File: src/core/idb_pkg.sv
// Package: descriptor field layout and encodings for the receive descriptor builder
package idb_pkg;
  // ********************************************************************
  // Word 0 field positions
  // ********************************************************************
  localparam int COUNT_LSB = 0;        // Part byte count low bit
  localparam int COUNT_W = 13;         // Part byte count width
  localparam int RES_LSB = 13;         // Reserved pair low bit
  localparam int COPY_BIT = 15;        // Copy decision bit
  localparam int C_LSB = 16;           // C indicator
  localparam int A_LSB = 18;           // A indicator
  localparam int E_LSB = 20;           // E indicator
  localparam int FCS_OK_BIT = 22;      // Check sequence valid
  localparam int VLEN_BIT = 23;        // Length valid
  localparam int TERM_LSB = 24;        // Termination condition
  localparam int AMATCH_BIT = 26;      // Address match flag
  localparam int OWN_BIT = 27;         // Own frame flag
  localparam int STAT_LSB = 28;        // Indicate status code
  localparam int ADDR_W = 28;          // Part start address width
  // Pad bytes written but not counted
  localparam logic [12:0] PAD_BYTES = 13'h0003;
  // Termination condition codes
  localparam logic [1:0] TERM_OTHER = 2'h0;
  localparam logic [1:0] TERM_ED = 2'h1;
  // Indicator encoding none
  localparam logic [1:0] IND_NONE = 2'h0;
  // Reset value of descriptor words
  localparam logic [31:0] WORD_RST = 32'h0000_0000;
endpackage

File: src/core/idb_status_pri.sv
// Priority selector of the four-bit indicate status code
`timescale 1ns/1ps
`default_nettype none
module idb_status_pri (
  // Condition requests, bit n asks for code n
  input wire logic [15:0] i_cond,
  // Selected code and any-condition flag
  output logic [3:0] o_code,
  output logic o_any
);
  // ********************************************************************
  // Highest numbered condition wins
  // ********************************************************************
  always_comb begin
    o_code = 4'h0;
    o_any = 1'b0;
    for (int i = 0; i < 16; i++) begin
      if (i_cond[i]) begin
        o_code = 4'(i);
        o_any = 1'b1;
      end
    end
  end
endmodule
`default_nettype wire

File: src/core/idb_builder.sv
// Receive part descriptor builder top level
// Summary of operation
// - One descriptor per stored receive data part
// - Same status logic each part; last flag not used
// - Bits 12:0 count bytes including FCS
// - Three pad bytes stored, not counted
// - Bit 15 mirrors copy decision signal
// - Indicators meaningful only on ending delimiter
// - C, A, E two-bit indicator fields
// - Bit 22 flags check sequence valid
// - Bit 23 flags data length valid
// - Bits 25:24 hold termination condition
// - Bit 26 holds sampled address match
// - Bit 27 holds sampled own frame
// - Highest numbered status code reported
// - Status code groups by meaning
// - Word 1 bits 27:0 part address
`timescale 1ns/1ps
`default_nettype none
module idb_builder (
  // Clock and reset
  input wire logic i_clk,
  input wire logic i_srst,
  // Part completion request
  input wire logic i_part_valid,
  input wire logic i_part_last,
  input wire logic [12:0] i_part_bytes,
  input wire logic [27:0] i_part_start_address,
  input wire logic [15:0] i_status_cond,
  // Frame attributes from the ring side
  input wire logic i_copy_decision_signal,
  input wire logic [1:0] i_termination_condition,
  input wire logic [1:0] i_c_ind,
  input wire logic [1:0] i_a_ind,
  input wire logic [1:0] i_e_ind,
  input wire logic i_check_sequence_valid,
  input wire logic i_length_valid,
  // External flag pins, sampled at frame receive
  input wire logic i_address_match_flag,
  input wire logic i_own_frame_flag,
  input wire logic i_frame_rcvd,
  // Descriptor output
  output logic o_desc_valid,
  output logic [31:0] o_desc_word0,
  output logic [31:0] o_desc_word1
);
  import idb_pkg::*;

  // ********************************************************************
  // Pin synchronisers
  // ********************************************************************
  logic [2:0] amatch_sync_reg; // Address match pin stages
  logic [2:0] own_sync_reg;    // Own frame pin stages
  logic amatch_reg;            // Debounced address match level
  logic own_reg;               // Debounced own frame level
  logic amatch_smp_reg;        // Latched at frame receive
  logic own_smp_reg;           // Latched at frame receive

  // Three stages per pin
  always_ff @(posedge i_clk) begin
    if (i_srst) begin
      amatch_sync_reg <= 3'h0;
      own_sync_reg <= 3'h0;
    end else begin
      amatch_sync_reg <= {amatch_sync_reg[1:0], i_address_match_flag};
      own_sync_reg <= {own_sync_reg[1:0], i_own_frame_flag};
    end
  end

  // Level changes once stages two and three agree
  always_ff @(posedge i_clk) begin
    if (i_srst) begin
      amatch_reg <= 1'b0;
      own_reg <= 1'b0;
    end else begin
      if (amatch_sync_reg[1] == amatch_sync_reg[2]) begin
        amatch_reg <= amatch_sync_reg[2];
      end
      if (own_sync_reg[1] == own_sync_reg[2]) begin
        own_reg <= own_sync_reg[2];
      end
    end
  end

  // Capture flags when the frame is received
  always_ff @(posedge i_clk) begin
    if (i_srst) begin
      amatch_smp_reg <= 1'b0;
      own_smp_reg <= 1'b0;
    end else if (i_frame_rcvd) begin
      amatch_smp_reg <= amatch_reg;
      own_smp_reg <= own_reg;
    end
  end

  // ********************************************************************
  // Status code selection
  // ********************************************************************
  logic [3:0] stat_code; // Prioritised status code
  logic stat_any;        // Some condition raised

  // Code groups: 0-3 mid frame, 4-7 normal, 8-b abort, c-f error
  idb_status_pri u_pri (
    .i_cond(i_status_cond),
    .o_code(stat_code),
    .o_any(stat_any)
  );

  // ********************************************************************
  // Descriptor assembly
  // ********************************************************************
  logic [31:0] word0_next; // Assembled word 0
  logic [12:0] count_next; // Reported byte count
  logic ed_end;            // Frame ended by ending delimiter

  // Build word 0 from the part and frame status
  always_comb begin
    word0_next = WORD_RST;
    ed_end = (i_termination_condition == TERM_ED);
    // Pad bytes are excluded; data count includes FCS
    if (i_part_bytes >= PAD_BYTES) begin
      count_next = i_part_bytes - PAD_BYTES;
    end else begin
      count_next = 13'h0000;
    end
    word0_next[COUNT_LSB +: COUNT_W] = count_next;
    word0_next[COPY_BIT] = i_copy_decision_signal;
    // Indicators only when terminated by delimiter
    if (ed_end) begin
      word0_next[C_LSB +: 2] = i_c_ind;
      word0_next[A_LSB +: 2] = i_a_ind;
      word0_next[E_LSB +: 2] = i_e_ind;
    end else begin
      word0_next[C_LSB +: 2] = IND_NONE;
      word0_next[A_LSB +: 2] = IND_NONE;
      word0_next[E_LSB +: 2] = IND_NONE;
    end
    word0_next[FCS_OK_BIT] = i_check_sequence_valid;
    word0_next[VLEN_BIT] = i_length_valid;
    word0_next[TERM_LSB +: 2] = i_termination_condition;
    word0_next[AMATCH_BIT] = amatch_smp_reg;
    word0_next[OWN_BIT] = own_smp_reg;
    word0_next[STAT_LSB +: 4] = stat_code;
  end

  // Store one descriptor per completed part
  always_ff @(posedge i_clk) begin
    if (i_srst) begin
      o_desc_word0 <= WORD_RST;
      o_desc_word1 <= WORD_RST;
    end else if (i_part_valid) begin
      o_desc_word0 <= word0_next;
      o_desc_word1 <= {4'h0, i_part_start_address};
    end
  end

  // One-cycle strobe per descriptor
  always_ff @(posedge i_clk) begin
    if (i_srst) begin
      o_desc_valid <= 1'b0;
    end else begin
      o_desc_valid <= i_part_valid;
    end
  end

  // ********************************************************************
  // Assertions
  // ********************************************************************
  a_one_per_part: assert property (@(posedge i_clk) disable iff (i_srst)
    i_part_valid |=> o_desc_valid)
    else $error("descriptor missing after part");
  a_no_spurious: assert property (@(posedge i_clk) disable iff (i_srst)
    !i_part_valid |=> !o_desc_valid)
    else $error("descriptor without part");
  a_count_pad: assert property (@(posedge i_clk) disable iff (i_srst)
    (i_part_valid && i_part_bytes >= PAD_BYTES) |=>
    o_desc_word0[12:0] == $past(i_part_bytes) - PAD_BYTES)
    else $error("byte count wrong");
  // Parts shorter than the pad report an empty count
  a_count_floor: assert property (@(posedge i_clk) disable iff (i_srst)
    (i_part_valid && i_part_bytes < PAD_BYTES) |=>
    o_desc_word0[12:0] == 13'h0000)
    else $error("short count not zero");
  a_copy_bit: assert property (@(posedge i_clk) disable iff (i_srst)
    i_part_valid |=> o_desc_word0[15] == $past(i_copy_decision_signal))
    else $error("copy bit wrong");
  a_ind_gate: assert property (@(posedge i_clk) disable iff (i_srst)
    (i_part_valid && i_termination_condition != TERM_ED) |=>
    o_desc_word0[21:16] == 6'h00)
    else $error("indicators without delimiter");
  a_ind_pass: assert property (@(posedge i_clk) disable iff (i_srst)
    (i_part_valid && i_termination_condition == TERM_ED) |=>
    o_desc_word0[17:16] == $past(i_c_ind) &&
    o_desc_word0[19:18] == $past(i_a_ind) &&
    o_desc_word0[21:20] == $past(i_e_ind))
    else $error("indicator field wrong");
  a_valid_bits: assert property (@(posedge i_clk) disable iff (i_srst)
    i_part_valid |=> o_desc_word0[22] == $past(i_check_sequence_valid) &&
    o_desc_word0[23] == $past(i_length_valid))
    else $error("validity bits wrong");
  a_term_field: assert property (@(posedge i_clk) disable iff (i_srst)
    i_part_valid |=> o_desc_word0[25:24] == $past(i_termination_condition))
    else $error("termination field wrong");
  a_flag_bits: assert property (@(posedge i_clk) disable iff (i_srst)
    i_part_valid |=> o_desc_word0[26] == $past(amatch_smp_reg) &&
    o_desc_word0[27] == $past(own_smp_reg))
    else $error("flag bits wrong");
  a_status_max: assert property (@(posedge i_clk) disable iff (i_srst)
    (i_part_valid && i_status_cond[15]) |=> o_desc_word0[31:28] == 4'hf)
    else $error("status priority wrong");
  // No condition raised leaves the code at zero
  a_status_none: assert property (@(posedge i_clk) disable iff (i_srst)
    (i_part_valid && i_status_cond == 16'h0000) |=>
    o_desc_word0[31:28] == 4'h0)
    else $error("status without condition");
  // Any error condition lands in the error group
  a_code_group: assert property (@(posedge i_clk) disable iff (i_srst)
    (i_part_valid && |i_status_cond[15:12]) |=>
    o_desc_word0[31:30] == 2'h3)
    else $error("error group not reported");
  a_reserved_zero: assert property (@(posedge i_clk) disable iff (i_srst)
    o_desc_valid |-> o_desc_word0[14:13] == 2'h0 &&
    o_desc_word1[31:28] == 4'h0)
    else $error("reserved bits not zero");
  a_part_addr: assert property (@(posedge i_clk) disable iff (i_srst)
    i_part_valid |=> o_desc_word1[27:0] == $past(i_part_start_address))
    else $error("address wrong");

  c_multi_part: cover property (@(posedge i_clk) disable iff (i_srst)
    (i_part_valid && !i_part_last) ##1 (i_part_valid && i_part_last));
  c_ed_end: cover property (@(posedge i_clk) disable iff (i_srst)
    i_part_valid && i_termination_condition == 2'h1 && stat_any);
  c_error_code: cover property (@(posedge i_clk) disable iff (i_srst)
    i_part_valid && stat_code[3:2] == 2'h3);
endmodule
`default_nettype wire

File: config.mk
export PLATFORM = sky130hd
export DESIGN_NAME = idb_builder
export DESIGN_NICKNAME = d
export VERILOG_FILES = /design/src/core/idb_pkg.sv /design/src/core/idb_status_pri.sv /design/src/core/idb_builder.sv
export SDC_FILE = /design/constraint.sdc
export NUM_CORES = 1
export LEC_CHECK = 0
export BUFFER_PORTS_ARGS = -buffer_cell sky130_fd_sc_hd__buf_2
export CAP_MARGIN = 20
export CORE_MARGIN = 1.5
export CORE_UTILIZATION = 45
export DETAILED_ROUTE_END_ITERATION = 16
export PLACE_DENSITY = 0.79
export SYNTH_ARGS = -nofsm -noshare
export SYNTH_HDL_FRONTEND = slang
export SYNTH_HIERARCHICAL = 1
export SYNTH_SLANG_ARGS = --single-unit
File: constraint.sdc
create_clock -name i_clk -period 1.3 [get_ports i_clk]
set_input_delay 0.065 -clock i_clk [delete_from_list [all_inputs] [get_ports i_clk]]
set_output_delay 0.065 -clock i_clk [all_outputs]
set_load 0.01 [all_outputs]
==> impl_metrics.ini, run 1 <==
[outcome]
status = finished, final reports clean

[worst_hold_path]
hold_path.class = in2reg

[route]
route.detailed.drc = 0
vias = 2612
viasPerCell = 4.75
final_antenna_net_count = 0
first_pass_iters = 4
routedWlPerCell_um = 12.0
drt_iter0_markers = 128
routed_wl_um = 6600

[worst_setup_path]
crit_type = in2reg
crit_path_max_incr_delay_ps = 540
worst_setup_path_end_kind = flop
worstPathRequired_ps = 1560
cp-start-kind = input port
path_buf_inv = 2
arrival_ps = 1370
cp_max_fo = 6
cp_slowest_cell = dlygate4sd3_1
crit_chain = dlygate4sd3_1, buf_2, nor2b_1, nand3_1, a21oi_1
cp_top_family = buffers and inverters

[cts]
cts_root_buffer = clkbuf_8
insertion_delay_ps = 320
cts_sinks = 69
htreeDepth = 3
cts_buffer_depth = 2
numCtsBuffers = 9
cts.clk_slew.worst_paths_ps = 70
cts_tree = built
post_cts_buffers = 0

[floorplanning]
die_w_um = 81.3
rows = 28
start_util = 0.466
die-area_sq_um = 6600
core_sq_um = 5920
die_h_um = 81.3
io_pins = 140

[place]
placed_cell_area_sq_um = 3510
dpl.hpwl_um = 4450
numPortBuffers = 131
finalWeightedCongestion = 0.833

[power]
power_leakage_nw = 1.99
powerDensity_nw_per_um2 = 1120
ir_worst_vdd_v = 0.000850

[sta]
tns_ps = 0
whs_ps = 8.01
setup_viol = 0
period_minus_slack_ps = 1110
finalClockSkew_ps = 2.08
hold_violations = 0
max_freq_ghz = 0.902
period_share = 0.853
rsz0062_at_grt = false
drv_slew = 0

[final_layout]
utilization = 0.691
reg_top3 = o_desc_word0 x30, o_desc_word1 x28
multi_input_area_sq_um = 1280
final_design_area_no_fill_sq_um = 4090
drive_gt1_frac = 0.337
syn2layout_area_growth_pct = 48.4
nets = 547
num_antenna_cells = 0
ff_latch_area_sq_um = 1380
largest_register_ffs = 30
top_register = o_desc_word0
fillCellCount = 483

[synthesis]
ys_warn_count = 6
syn_area_sq_um = 2760
syn_area_per_cell_sq_um = 9.41
synthCells = 293

[global_route]
track_usage = 0.205
overflow = 0
grt_pass1_vias = 2426
grt_max_degree = 40
grt_first_pass_wirelength_um = 10300
antenna_found_initial = 0

[job]
maxCapViolations = 0
-- layout make-up --
type / count / area share
inverter: 2 / 0.00183
tap: 75 / 0.0229
multi-input combinational: 207 / 0.313
clock inverter: 6 / 0.0135
timing repair buffer: 182 / 0.281
sequential: 69 / 0.338
clock buffer: 9 / 0.0303
-- worst reg2reg max path, cell delays in order (launching register included) --
cell and delay (ps):
dfxtp_1 330, nor2_1 40, a311oi_1 220
-- path summary, 6_finish.rpt --
check / slack [ps] / end / cells past startpoint / from
hold reg to reg: 440 / own_sync_reg[1] / 1 / own_sync_reg[0]
setup / recovery: 190 / o_desc_word0[20] / 5 / i_termination_condition[1]
setup reg to reg: 630 / o_desc_word0[11] / 2 / o_desc_word0[11]
hold / removal: 8 / o_desc_word1[17] / 3 / i_part_start_address[17]
-- placed cells by master, fill, tap and decap left out, types with 3 or more instances in the layout --
cell type	n
a21oi_1	10
a311oi_1	3
buf_2	131
buf_4	10
clkbuf_8	9
clkinv_2	5
conb_1	6
dfxtp_1	69
dlygate4sd3_1	40
mux2i_1	41
nand2_1	21
nand2b_1	10
nand3_1	8
nor2_1	54
nor2b_1	9
nor3_1	3
nor4_1	3
o21ai_0	4
o21ai_1	11
xnor2_1	4
xor2_1	5
-- power by group --
part           switching [W]  internal [W]
clock               0.000733      0.000858
sequential         0.0000502       0.00223
combinational       0.000348      0.000375
total                0.00113       0.00346
-- per-stage QoR --
stage | worst slack (ps) | instances | total power (W)
CTS | 180 | 550 | 0.00465
global placement | 94.0 | 495 | 0.00293
finish | 191 | 550 | 0.00459
floorplan | 279 | 298 | 0.00265
global route | 54.3 | 550 | 0.00483
detailed placement | 60.0 | 495 | 0.00295
-- routing by layer --
metal / vias to the layer above / wire length (um) / GRT usage
li1: 1334 / - / -
met1: 1168 / 2770 / 0.222
met2: 101 / 3330 / 0.372
met3: 9 / 416 / 0.0506
met4: 0 / 90 / 0.0931
met5: - / 0 / 0
-- timing repair --
item | 4_1_cts | 5_1_grt
hold buffers | 40 | 0
hold endpoints to repair | 40 | 0
gates resized for setup | 0 | 0
No activity file was read; power rests on OpenSTA's default activity.
==> run 2: changes to the inputs <==
--- a/config.mk
+++ b/config.mk
@@ -6,10 +6,10 @@
 export NUM_CORES = 1
 export LEC_CHECK = 0
 export BUFFER_PORTS_ARGS = -buffer_cell sky130_fd_sc_hd__buf_2
-export CAP_MARGIN = 20
 export CORE_MARGIN = 1.5
 export CORE_UTILIZATION = 45
 export DETAILED_ROUTE_END_ITERATION = 16
+export MAX_ROUTING_LAYER = met4
 export PLACE_DENSITY = 0.79
 export SYNTH_ARGS = -nofsm -noshare
 export SYNTH_HDL_FRONTEND = slang
==> impl_metrics.ini, run 2 (synthesized netlist as in run 1, its figures left out) <==
[cts]
cts_root_buffer = clkbuf_8
cts_buffer_depth = 2
cts_sinks = 69
htreeDepth = 3
cts.clk_slew.worst_paths_ps = 70
cts_hold_buf = 40
cts_tree = built
insertion_delay_ps = 320
post_cts_buffers = 0
post_cts_resized = 0
numCtsBuffers = 9

[final_layout]
syn2layout_area_growth_pct = 48.4
final_design_area_no_fill_sq_um = 4090
top_register = o_desc_word0
final_common_cell = buf_2
drive_gt1_frac = 0.337
largest_register_ffs = 30
nets = 547
reg_top3 = o_desc_word0 x30, o_desc_word1 x28
num_antenna_cells = 0
layout_common_cells = buf_2 (131), dfxtp_1 (69), nor2_1 (54), mux2i_1 (41), dlygate4sd3_1 (40)

[global_route]
antenna_found_initial = 0
grt_pass1_vias = 2428
grt_first_pass_wirelength_um = 10400
overflow = 0
track_usage = 0.211
grt_max_degree = 40

[place]
numPortBuffers = 131
finalWeightedCongestion = 0.845
dpl.hpwl_um = 4450
placed_cell_area_sq_um = 3510

[sta]
period_minus_slack_ps = 1110
hold_violations = 0
finalClockSkew_ps = 2.08
max_freq_ghz = 0.901
drv_slew = 0
setup_viol = 0
period_share = 0.853
tns_ps = 0
rsz0062_at_grt = false

[floorplanning]
die-area_sq_um = 6600
io_pins = 140
rows = 28
core_sq_um = 5920
start_util = 0.466
die_h_um = 81.3
die_w_um = 81.3

[worst_setup_path]
worst_setup_path_end_kind = flop
cp_max_fo = 6
crit_chain = dlygate4sd3_1, buf_2, nor2b_1, nand3_1, a21oi_1
worstPathRequired_ps = 1560
crit_path_max_incr_delay_ps = 540
path_buf_inv = 2
cp-start-kind = input port
cp_top_family = buffers and inverters
arrival_ps = 1370
cp_slowest_cell = dlygate4sd3_1
crit_type = in2reg

[worst_hold_path]
hold_path.class = in2reg

[power]
finalPower_w = 0.00460
ir_worst_vdd_v = 0.000862
power_leakage_nw = 1.99
powerDensity_nw_per_um2 = 1120

[route]
vias = 2618
routed_wl_um = 6620
drt_iter0_markers = 121
final_antenna_net_count = 0
routedWlPerCell_um = 12.0
first_pass_iters = 4
viasPerCell = 4.76
route.detailed.drc = 0

[outcome]
status = finished, final reports clean

[job]
maxCapViolations = 0
run 2: power breakdown:
part | leakage, nW | switching, W | internal (W)
clock network | 0.0984 | 0.000741 | 0.000858
registers | 0.568 | 0.0000504 | 0.00223
logic | 1.33 | 0.000348 | 0.000375
total | 1.99 | 0.00114 | 0.00346
run 2: worst min-delay path: cells and delay by family:
kind	cells	cell delay [ps]
mux	1	50
simple gates	1	90
buf+inv	1	70
run 2: path summary, 6_finish.rpt:
path | from | endpoint | slack [ps] | depth (start not counted)
hold / removal | i_part_start_address[17] | o_desc_word1[17] | 5 | 3
setup / recovery | i_termination_condition[1] | o_desc_word0[20] | 190 | 5
setup reg to reg | o_desc_word0[11] | o_desc_word0[11] | 630 | 2
hold reg to reg | own_sync_reg[0] | own_sync_reg[1] | 440 | 1
run 2: per-stage QoR:
stage	instances	util	setup WS (ps)	hold slack (ps)
after floorplan	298	-	279	147
after CTS	550	0.691	180	0.568
final	550	0.691	191	5.05
after global placement	495	0.593	94.0	280
after detailed placement	495	0.593	60.0	284
after global routing	550	0.691	54.3	11.3
run 2: per-layer routing:
metal	GRT usage	share of wire
met1	0.226	0.42
met2	0.371	0.50
met3	0.0483	0.061
met4	0.0931	0.014
met5	-	0
run 2: cell type report:
class,count,area [sq um]
multi-input cells,207,1280
inverters,2,7.51
flip-flops and latches,69,1380
repair buffers,182,1150
clock buffers,9,124
fillers,483,1830
clock inverters,6,55.1
well taps,75,93.8
